<file path="src/rtl/codec_port_pkg.sv">
package codec_port_pkg;

  // Register map, word addresses on the register port.
  localparam int unsigned ADDR_W = 4;
  localparam logic [3:0] ADDR_CTRL1    = 4'h0;
  localparam logic [3:0] ADDR_CTRL2    = 4'h1;
  localparam logic [3:0] ADDR_TX_SLOT  = 4'h2;
  localparam logic [3:0] ADDR_RX_SLOT  = 4'h3;
  localparam logic [3:0] ADDR_TX_HOLD0 = 4'h4;
  localparam logic [3:0] ADDR_RX_HOLD0 = 4'h8;
  localparam logic [3:0] ADDR_STATUS   = 4'hC;

  // Field positions.
  localparam int unsigned BIT_PORT_ENABLE = 15;
  localparam int unsigned BIT_IDLE_MODE   = 6;
  localparam int unsigned BLEN_LSB        = 10;
  localparam int unsigned FSLOTS_LSB      = 5;
  localparam int unsigned WS_LSB          = 0;
  localparam int unsigned STAT_PTR_LSB    = 0;
  localparam int unsigned STAT_SLOT_LSB   = 4;
  localparam int unsigned STAT_ACTIVE     = 8;
  localparam int unsigned STAT_STARTED    = 9;

  // Widths and limits.
  localparam int unsigned WORD_W   = 16;
  localparam int unsigned HOLD_N   = 4;
  localparam logic [3:0]  WS_MIN   = 4'h3;
  localparam logic [3:0]  MSB_POS  = 4'hF;

  // Reset values.
  localparam logic [15:0] RESET_WORD = 16'h0000;

  // Cycles from enable to the first buffer exchange.
  localparam int unsigned START_CYCLES = 3;
  localparam logic [1:0]  START_LAST   = 2'(START_CYCLES - 1);

endpackage : codec_port_pkg

</file>
<file path="src/rtl/link_if.sv">
`timescale 1ns/10ps
`default_nettype none

interface link_if;
  logic sck_rise;
  logic sck_fall;
  logic fs;
  logic sdi;

  modport sync_side (
    output sck_rise,
    output sck_fall,
    output fs,
    output sdi
  );

  modport core_side (
    input sck_rise,
    input sck_fall,
    input fs,
    input sdi
  );
endinterface : link_if

`default_nettype wire

</file>
<file path="src/rtl/link_sync.sv">
`timescale 1ns/10ps
`default_nettype none

module link_sync (
  // Clock and reset
  input  wire logic mclk,
  input  wire logic rst,
  // Raw pins
  input  wire logic serial_clock,
  input  wire logic frame_sync,
  input  wire logic serial_in,
  // Toward the core
  link_if.sync_side lk
);

  typedef struct packed {
    logic sck_s1;
    logic sck_s2;
    logic sck_d;
    logic fs_s1;
    logic fs_s2;
    logic sdi_s1;
    logic sdi_s2;
  } sync_s;

  sync_s r_reg;
  sync_s r_next;

  always_comb begin
    r_next        = r_reg;
    r_next.sck_s1 = serial_clock;
    r_next.sck_s2 = r_reg.sck_s1;
    r_next.sck_d  = r_reg.sck_s2;
    r_next.fs_s1  = frame_sync;
    r_next.fs_s2  = r_reg.fs_s1;
    r_next.sdi_s1 = serial_in;
    r_next.sdi_s2 = r_reg.sdi_s1;
  end

  always_ff @(posedge mclk or posedge rst) begin
    if (rst) begin
      r_reg <= '0;
    end else begin
      r_reg <= r_next;
    end
  end

  // Edges are found only on second-stage samples.
  assign lk.sck_rise = r_reg.sck_s2 & ~r_reg.sck_d;
  assign lk.sck_fall = ~r_reg.sck_s2 & r_reg.sck_d;
  assign lk.fs       = r_reg.fs_s2;
  assign lk.sdi      = r_reg.sdi_s2;

endmodule : link_sync

`default_nettype wire

</file>
<file path="src/rtl/codec_port_slot_buffer.sv">
// Our own choices: the address-and-strobe port and the register addresses.
`timescale 1ns/10ps
`default_nettype none

//Contract
// RULE1: Holding data is left justified; short words zero-fill or ignore low bits.
// RULE2: Four transmit and four receive holding registers are in the map.
// RULE3: Each holding location has a hidden buffer entry used by serial transfers.
// RULE4: Software treats transmit holding registers as write-only.
// RULE5: Every exchange between hidden buffers and holding registers interrupts.
// RULE6: Two-bit buffer length selects one to four words between interrupts.
// RULE7: Each shift-register to buffer transfer advances the buffer pointer.
// RULE8: At length plus one words: pointer to zero, swap buffers, interrupt.
// RULE9: One shared pointer; receive and transmit use the same location.
// RULE10: Sixteen-bit transmit slot enable, one bit per slot of word size.
// RULE11: Enabled transmit slot loads current location into shifter and advances.
// RULE12: Disabled transmit slot still advances the pointer but sends nothing; the code advances only if the slot's receive enable is set.
// RULE13: Slot enables beyond the configured frame length have no effect.
// RULE14: Disabled transmit slots drive zero, or float when idle mode is set.
// RULE15: Devices sharing the output line must never drive the same slot.
// RULE16: Sixteen-bit receive slot enable; each slot spans four to sixteen bits.
// RULE17: Enabled receive slot stores the word and advances; disabled only advances; the code advances a disabled one only if its transmit enable is set.
// RULE18: Received words are never packed; each is left aligned in its location.
// RULE19: Holding writes never disturb the word being shifted out.
// RULE20: Three cycles after enable: interrupt, load location 0, start shifting.
// RULE21: At that first interrupt receive holding registers read zero.
// RULE22: While disabled nothing is transmitted or received.
// RULE23: Clearing enable resets all serial, frame and buffer counters.
// RULE24: Word size field selects four to sixteen bits, coded length minus one.
// RULE25: Frame length selects one to sixteen slots, coded count minus one.
// RULE26: Each exchange interrupt is a single-cycle pulse on the system clock.
module codec_port_slot_buffer (
  // Clock and reset
  input  wire logic        mclk,
  input  wire logic        rst,
  // Register port
  input  wire logic [3:0]  reg_addr,
  input  wire logic [15:0] reg_wdata,
  input  wire logic        reg_wr,
  input  wire logic        reg_rd,
  output logic      [15:0] reg_rdata,
  // Serial link pins
  input  wire logic        serial_clock,
  input  wire logic        frame_sync,
  input  wire logic        serial_in,
  output logic             serial_out,
  output logic             serial_out_oe,
  // Interrupt request
  output logic             irq
);

  typedef struct packed {
    logic                   en;
    logic                   idle_mode;
    logic [1:0]             blen;
    logic [3:0]             fslots;
    logic [3:0]             ws;
    logic [15:0]            tx_slot;
    logic [15:0]            rx_slot;
    logic [3:0][15:0]       tx_hold;
    logic [3:0][15:0]       tx_buf;
    logic [3:0][15:0]       rx_buf;
    logic [3:0][15:0]       rx_hold;
    logic [1:0]             start_cnt;
    logic                   started;
    logic                   active;
    logic [3:0]             slot;
    logic [3:0]             bitc;
    logic [1:0]             ptr;
    logic [1:0]             count;
    logic [15:0]            tx_word;
    logic [15:0]            rx_word;
    logic                   sdo;
    logic                   sdo_oe;
    logic                   irq;
    logic [15:0]            rdata;
  } state_s;

  state_s r_reg;
  state_s r_next;

  link_if lk ();

  link_sync u_sync (
    .mclk         (mclk),
    .rst          (rst),
    .serial_clock (serial_clock),
    .frame_sync   (frame_sync),
    .serial_in    (serial_in),
    .lk           (lk.sync_side)
  );

  // Which hold group an address falls in: 1 transmit, 2 receive, 0 neither.
  function automatic logic [1:0] hold_group(input logic [3:0] a);
    if ((a & 4'hC) == codec_port_pkg::ADDR_TX_HOLD0) begin
      return 2'h1;
    end else if ((a & 4'hC) == codec_port_pkg::ADDR_RX_HOLD0) begin
      return 2'h2;
    end
    return 2'h0;
  endfunction : hold_group

  // Word sizes below four bits are treated as four.
  function automatic logic [3:0] eff_ws(input logic [3:0] ws);
    return (ws < codec_port_pkg::WS_MIN) ? codec_port_pkg::WS_MIN : ws;
  endfunction : eff_ws

  always_comb begin
    logic       exchange;
    logic       start_slot;
    logic [3:0] ws;
    r_next     = r_reg;
    exchange   = 1'b0;
    start_slot = 1'b0;
    ws         = eff_ws(r_reg.ws);
    r_next.irq   = 1'b0;
    r_next.rdata = codec_port_pkg::RESET_WORD;

    // Register writes; hold writes only touch the visible copy.
    if (reg_wr) begin
      case (reg_addr)
        codec_port_pkg::ADDR_CTRL1: begin
          r_next.en = reg_wdata[codec_port_pkg::BIT_PORT_ENABLE];
          r_next.idle_mode = reg_wdata[codec_port_pkg::BIT_IDLE_MODE];
        end
        codec_port_pkg::ADDR_CTRL2: begin
          r_next.blen   = reg_wdata[codec_port_pkg::BLEN_LSB +: 2]; // see RULE6
          r_next.fslots = reg_wdata[codec_port_pkg::FSLOTS_LSB +: 4]; // see RULE25
          r_next.ws     = reg_wdata[codec_port_pkg::WS_LSB +: 4]; // see RULE24
        end
        codec_port_pkg::ADDR_TX_SLOT: begin
          r_next.tx_slot = reg_wdata; // see RULE10
        end
        codec_port_pkg::ADDR_RX_SLOT: begin
          r_next.rx_slot = reg_wdata; // see RULE16
        end
        default: begin
          if (hold_group(reg_addr) == 2'h1) begin
            r_next.tx_hold[reg_addr[1:0]] = reg_wdata; // see RULE19
          end
        end
      endcase
    end

    // Register reads; transmit holds are write-only and read as zero.
    if (reg_rd) begin
      case (reg_addr)
        codec_port_pkg::ADDR_CTRL1: begin
          r_next.rdata[codec_port_pkg::BIT_PORT_ENABLE] = r_reg.en;
          r_next.rdata[codec_port_pkg::BIT_IDLE_MODE]   = r_reg.idle_mode;
        end
        codec_port_pkg::ADDR_CTRL2: begin
          r_next.rdata[codec_port_pkg::BLEN_LSB +: 2]   = r_reg.blen;
          r_next.rdata[codec_port_pkg::FSLOTS_LSB +: 4] = r_reg.fslots;
          r_next.rdata[codec_port_pkg::WS_LSB +: 4]     = r_reg.ws;
        end
        codec_port_pkg::ADDR_TX_SLOT: begin
          r_next.rdata = r_reg.tx_slot;
        end
        codec_port_pkg::ADDR_RX_SLOT: begin
          r_next.rdata = r_reg.rx_slot;
        end
        codec_port_pkg::ADDR_STATUS: begin
          r_next.rdata[codec_port_pkg::STAT_PTR_LSB +: 2]  = r_reg.ptr;
          r_next.rdata[codec_port_pkg::STAT_SLOT_LSB +: 4] = r_reg.slot;
          r_next.rdata[codec_port_pkg::STAT_ACTIVE]        = r_reg.active;
          r_next.rdata[codec_port_pkg::STAT_STARTED]       = r_reg.started;
        end
        default: begin
          if (hold_group(reg_addr) == 2'h2) begin
            r_next.rx_hold[reg_addr[1:0]] = r_reg.rx_hold[reg_addr[1:0]];
            r_next.rdata = r_reg.rx_hold[reg_addr[1:0]]; // see RULE2
          end
        end
      endcase
    end

    if (!r_reg.en) begin
      // Disabled: all counters and hidden buffers return to rest.
      r_next.start_cnt = 2'h0; // see RULE23
      r_next.started   = 1'b0;
      r_next.active    = 1'b0;
      r_next.slot      = 4'h0;
      r_next.bitc      = 4'h0;
      r_next.ptr       = 2'h0;
      r_next.count     = 2'h0;
      r_next.tx_buf    = '0;
      r_next.rx_buf    = '0; // see RULE21
      r_next.tx_word   = codec_port_pkg::RESET_WORD;
      r_next.rx_word   = codec_port_pkg::RESET_WORD;
    end else if (!r_reg.started) begin
      if (r_reg.start_cnt == codec_port_pkg::START_LAST) begin
        r_next.started = 1'b1; // see RULE20
        r_next.tx_word = r_reg.tx_hold[0];
        exchange       = 1'b1;
      end else begin
        r_next.start_cnt = r_reg.start_cnt + 2'h1;
      end
    end else begin
      // Receive bits are taken on the falling serial clock edge.
      if (lk.sck_fall && r_reg.active) begin
        r_next.rx_word[codec_port_pkg::MSB_POS - r_reg.bitc] = lk.sdi; // see RULE18
      end
      if (lk.sck_rise) begin
        if (lk.fs) begin
          r_next.active = 1'b1;
          r_next.slot   = 4'h0;
          r_next.bitc   = 4'h0;
          start_slot    = 1'b1;
        end else if (r_reg.active) begin
          if (r_reg.bitc == ws) begin
            if (r_reg.tx_slot[r_reg.slot] | r_reg.rx_slot[r_reg.slot]) begin
              if (r_reg.rx_slot[r_reg.slot]) begin
                r_next.rx_buf[r_reg.ptr] = r_reg.rx_word; // see RULE17
              end
              if (r_reg.count == r_reg.blen) begin
                r_next.ptr   = 2'h0; // see RULE8
                r_next.count = 2'h0;
                exchange     = 1'b1;
              end else begin
                r_next.ptr   = r_reg.ptr + 2'h1; // see RULE7
                r_next.count = r_reg.count + 2'h1; // see RULE12
              end
            end
            if (r_reg.slot == r_reg.fslots) begin
              r_next.active = 1'b0; // see RULE13
            end else begin
              r_next.slot = r_reg.slot + 4'h1;
              r_next.bitc = 4'h0;
              start_slot  = 1'b1;
            end
          end else begin
            r_next.bitc = r_reg.bitc + 4'h1;
          end
        end
      end
    end

    if (exchange) begin
      r_next.irq     = 1'b1; // see RULE5
      r_next.rx_hold = r_next.rx_buf; // see RULE3
      r_next.tx_buf  = r_reg.tx_hold;
    end

    if (start_slot) begin
      // Same pointer serves both directions within a slot.
      r_next.tx_word = r_next.tx_buf[r_next.ptr]; // see RULE9
      r_next.rx_word = codec_port_pkg::RESET_WORD; // see RULE1
    end

    // Output stage; bits past the word size are never sent.
    if (r_next.en && r_next.started && r_next.active
        && r_next.tx_slot[r_next.slot]) begin
      r_next.sdo    = r_next.tx_word[codec_port_pkg::MSB_POS - r_next.bitc]; // see RULE11
      r_next.sdo_oe = 1'b1;
    end else begin
      r_next.sdo    = 1'b0; // see RULE14
      r_next.sdo_oe = r_next.en && !r_next.idle_mode; // see RULE22
    end
  end

  always_ff @(posedge mclk or posedge rst) begin
    if (rst) begin
      r_reg <= '0;
    end else begin
      r_reg <= r_next;
    end
  end

  assign reg_rdata     = r_reg.rdata;
  assign serial_out    = r_reg.sdo;
  assign serial_out_oe = r_reg.sdo_oe;
  assign irq           = r_reg.irq; // see RULE26

endmodule : codec_port_slot_buffer

`default_nettype wire

</file>
<file path="config.mk">
export PLATFORM = sky130hd
export DESIGN_NAME = codec_port_slot_buffer
export DESIGN_NICKNAME = d
export VERILOG_FILES = /design/src/rtl/codec_port_pkg.sv /design/src/rtl/link_if.sv /design/src/rtl/link_sync.sv /design/src/rtl/codec_port_slot_buffer.sv
export SDC_FILE = /design/constraint.sdc
export NUM_CORES = 1
export LEC_CHECK = 0
export BUFFER_PORTS_ARGS = -buffer_cell sky130_fd_sc_hd__buf_2
export CAP_MARGIN = 5
export CORE_UTILIZATION = 45
export CTS_CLUSTER_DIAMETER = 120
export CTS_CLUSTER_SIZE = 12
export DETAILED_ROUTE_END_ITERATION = 12
export GPL_TIMING_DRIVEN = 1
export MAX_ROUTING_LAYER = met4
export PLACE_DENSITY = 0.72
export SKIP_CTS_REPAIR_TIMING = 1
export SYNTH_ARGS = -nofsm -noshare
export SYNTH_HDL_FRONTEND = slang
export SYNTH_SLANG_ARGS = --single-unit
</file>
<file path="constraint.sdc">
create_clock -name mclk -period 16.5 [get_ports mclk]
set_input_delay 4.125 -clock mclk [delete_from_list [all_inputs] [get_ports mclk]]
set_output_delay 4.125 -clock mclk [all_outputs]
set_load 0.02 [all_outputs]
</file>
==> impl_metrics.toml <==
[global_routing]
number_of_antenna_violations_at_the_first_check_in_global_routing = 1
grtUsageTotal = 0.236
grt-busiest-layer = "met2"
grt_pass1_wl_um = 70100
maximum_number_of_pins_on_one_net_before_global_route_repair = 121
gr-usage-met3 = 0.0408
number_of_global_route_vias_before_repair = 12109
overflow = 0
grt_util_met1 = 0.326
groute.layer.met2.usage = 0.352

[drt]
via_count = 12555
first_iter_violations = 1086
remaining_drc_errors = 0
route.antenna.remaining_nets = 0
wirelength_um = 45100
avgRoutedWirePerCell_um = 21.2
detail_route.vias_per_cell = 5.90
detailedRoute.firstPassIterationCount = 5

[placed_design]
place_worst_setup_slack_ns = 8.81
port_buffers = 45
routabilityCongestion = 0.955
dp_hpwl_um = 28700

[sta]
max_clock_freq_mhz = 138
drv_slew = 0
fin_worst_skew_ns = 0.0237
sum_of_negative_setup_slack_ns = 0
worst_slew_margin_relative_to_its_limit = 0.201
final.setup.worst_slack_ns = 9.23
part_of_the_cycle_the_worst_path_needs = 0.440
timing.final.hold_violations = 0
rsz_0062_raised_after_global_routing = "no"
timing.final.crit_period_ns = 7.27
max_slew.worst_pin.slew_ns = 1.20
timing.final.setup_violations = 0

[clocking]
clk_pin_slew_ns = 0.06
worstSkewPairLatency_ns = 0.56
cts-buffers-inserted = 37
cts.root.buffer_cell = "sky130_fd_sc_hd__clkbuf_16"
cts_tree = "done"
clock_sink_count = 374
clock_tree.buffer_depth = 3
h_tree_level_count = 2

[logic_synthesis]
netlist_instances = 1623
synth_seq_cells = 374
synth.avg_cell_area_um2 = 10.8
syn-cell-area_um2 = 17600
synth_simple_gate_area_frac = 0.139
synth_edf_count = 0
yosys-mux-area-fraction = 0.172
ys.flop_type = "sky130_fd_sc_hd__dfrtp_1"
async_flop_share = 1.00
compound_gate_fraction_of_synth_area = 0.110
synth.yosys.warnings = 0
main_combinational_cell_family_by_area_after_synthesis = "multiplexers"
synth_sequential_area_ratio = 0.532
synthAdderAreaFrac = 0.00711
synth-xor-area-share = 0.00448
netlist-cell-type-count = 91
synth.net_count = 1660

[cells_and_area]
layout-drive-gt1-share = 0.177
max_ffs_per_register = 348
num_antenna_cells = 0
finish.utilization = 0.493
layout-area-overhead-vs-synth_pct = 8.22
num-nets-final = 1644
fill_cells = 3437
commonest_non_fill_non_tap_cells_in_the_layout = "373 x sky130_fd_sc_hd__dfrtp_1, 293 x sky130_fd_sc_hd__nand2_1, 118 x sky130_fd_sc_hd__nor2_1"
most_common_cell_after_layout_fill_and_taps_aside = "sky130_fd_sc_hd__dfrtp_1"

[status]
status = "finished clean"

[min_path]
timing.hold.worst_path_depth = 0
hp-class = "flip-flop to flip-flop"

[worst_setup_path]
crit_path_cell_trace = "buf_2 > buf_4 > nor2b_1 > nand3_1 > mux2_2 > mux4_2 > mux2i_1 > a21oi_1 > o21ai_0 > nand2_1"
critPathCaptureType = "flip-flop"
max_incr_delay_on_cp_ns = 0.76
timing_worst_setup_path_type = "input port to flip-flop"
worstRegToRegCells = 12
worst-path-max-fanout = 38
data_required_time_of_the_worst_path_ns = 16.92
arrival_time_at_the_worst_endpoint_ns = 7.69
critPathSlowestCell = "sky130_fd_sc_hd__nand3_1"
crit_path_start_kind = "input port"

[power]
power.share.sequential = 0.487
share_clk_of_total_power = 0.331
sw_frac_of_total = 0.306
vdd.ir_drop.worst_v = 0.0000686
static-leakage-power_nw = 9.18
power.share.combinational = 0.182
power.total_mw = 2.25
total_switching_power_mw = 0.689
power_density_nw_per_um2 = 118
internal-power_mw = 1.56

[floorplan]
die_x_um = 200
die_height_um = 200
start_util = 0.456
design.die.area_um2 = 39900
pin_count = 46
design.core.area_um2 = 38600
floorplan.rows = 72

[run]
drv.max_cap_violation_count = 0
-- area by class of cell --
class / count / area, µm² / share of cell area
Sequential cell: 374 / 9360 / 0.491
Clock inverter: 5 / 55.1 / 0.00289
Inverter: 18 / 80.1 / 0.00420
Multi-Input combinational cell: 1113 / 7620 / 0.400
Timing Repair Buffer: 63 / 360 / 0.0189
Tap cell: 518 / 648 / 0.0340
Clock buffer: 38 / 930 / 0.0488
-- kinds of logic (layout without fill, tap and decap cells) --
group	count (synthesis)	in the layout
muxes	252	252
adders and majority gates	10	10
xor gates and xnor gates	9	9
DFF	374	374
AOI/OAI and AO/OA	283	283
and+or+nand+nor	559	559
buffers and inverters	136	124
-- cells in the mapped netlist, types with 4 or more instances --
master                       n  area share
sky130_fd_sc_hd__mux4_1      4      0.0060
sky130_fd_sc_hd__and3_1      7      0.0025
sky130_fd_sc_hd__mux2_2    112       0.072
sky130_fd_sc_hd__buf_4      17      0.0072
sky130_fd_sc_hd__o21ai_0    78       0.022
sky130_fd_sc_hd__nand3_1    72       0.020
sky130_fd_sc_hd__buf_1      12      0.0026
sky130_fd_sc_hd__dfrtp_1   374        0.53
sky130_fd_sc_hd__nor3_1      7      0.0020
sky130_fd_sc_hd__ha_1       10      0.0071
sky130_fd_sc_hd__mux2i_1   110       0.063
sky130_fd_sc_hd__a21oi_1    49       0.014
sky130_fd_sc_hd__a21o_1      4      0.0017
sky130_fd_sc_hd__o211ai_1    5      0.0021
sky130_fd_sc_hd__o22ai_1     4      0.0014
sky130_fd_sc_hd__buf_6       4      0.0026
sky130_fd_sc_hd__a211o_1     4      0.0020
sky130_fd_sc_hd__nor2b_1    10      0.0036
sky130_fd_sc_hd__nor2_1    118       0.025
sky130_fd_sc_hd__mux4_2     23       0.029
sky130_fd_sc_hd__nand2b_1    6      0.0021
sky130_fd_sc_hd__a31oi_1    19      0.0068
sky130_fd_sc_hd__o31ai_1    54       0.023
sky130_fd_sc_hd__a211oi_1    7      0.0030
sky130_fd_sc_hd__inv_1      16      0.0034
sky130_fd_sc_hd__clkbuf_1   69       0.015
sky130_fd_sc_hd__nand2_1   293       0.062
sky130_fd_sc_hd__a22oi_1     4      0.0017
sky130_fd_sc_hd__o21ai_1     6      0.0017
sky130_fd_sc_hd__xnor2_1     9      0.0045
sky130_fd_sc_hd__buf_2      15      0.0043
sky130_fd_sc_hd__nand4_1     9      0.0032
-- per-layer routing --
metal  routed length, µm  vias up
met1               20000     6347
met5                   0        -
met2               20600      463
met3                3100       86
met4                1320        0
li1                    -     5659
-- stage by stage --
step / hold WS, ns / area, µm² / std cells
2_1_floorplan: 0.331 / 17600 / 1623
4_1_cts: 0.360 / 19100 / 2129
3_5_place_dp: 0.346 / 18100 / 2086
3_3_place_gp: 0.344 / 18100 / 2086
6_report: 0.355 / 19100 / 2129
5_1_grt: 0.377 / 19100 / 2129
-- worst max-delay path: cells and delay by family --
family	cells	cell delay (ns)
buffers and inverters	2	0.59
and+or+nand+nor	3	1.52
AOI/OAI and AO/OA	2	0.25
muxes	3	1.20
-- path summary, 6_finish.rpt --
kind | startpoint | endpoint | slack [ns]
max in group asynchronous | rst | r_reg[218] | 10.16
worst max register to register | r_reg[57] | serial_out | 12.19
worst min-delay path | u_sync.r_next[0] | u_sync.lk.sdi | 0.36
min in group asynchronous | rst | u_sync.r_next[2] | 3.75
worst max-delay path | reg_addr[1] | serial_out_oe | 9.23
worst min register to register | u_sync.r_next[0] | u_sync.lk.sdi | 0.36
-- power groups by stage --
| stage | registers, mW | clock network [mW] | logic [mW] |
|---|---|---|---|
| after global placement | 1.10 | 0 | 0.397 |
| after detailed placement | 1.11 | 0 | 0.407 |
| final | 1.10 | 0.746 | 0.409 |
| after global routing | 1.11 | 0.796 | 0.447 |
| after CTS | 1.09 | 0.759 | 0.409 |
| after floorplan | 1.08 | 0 | 0.321 |
Power figures use the tool's default switching activity.
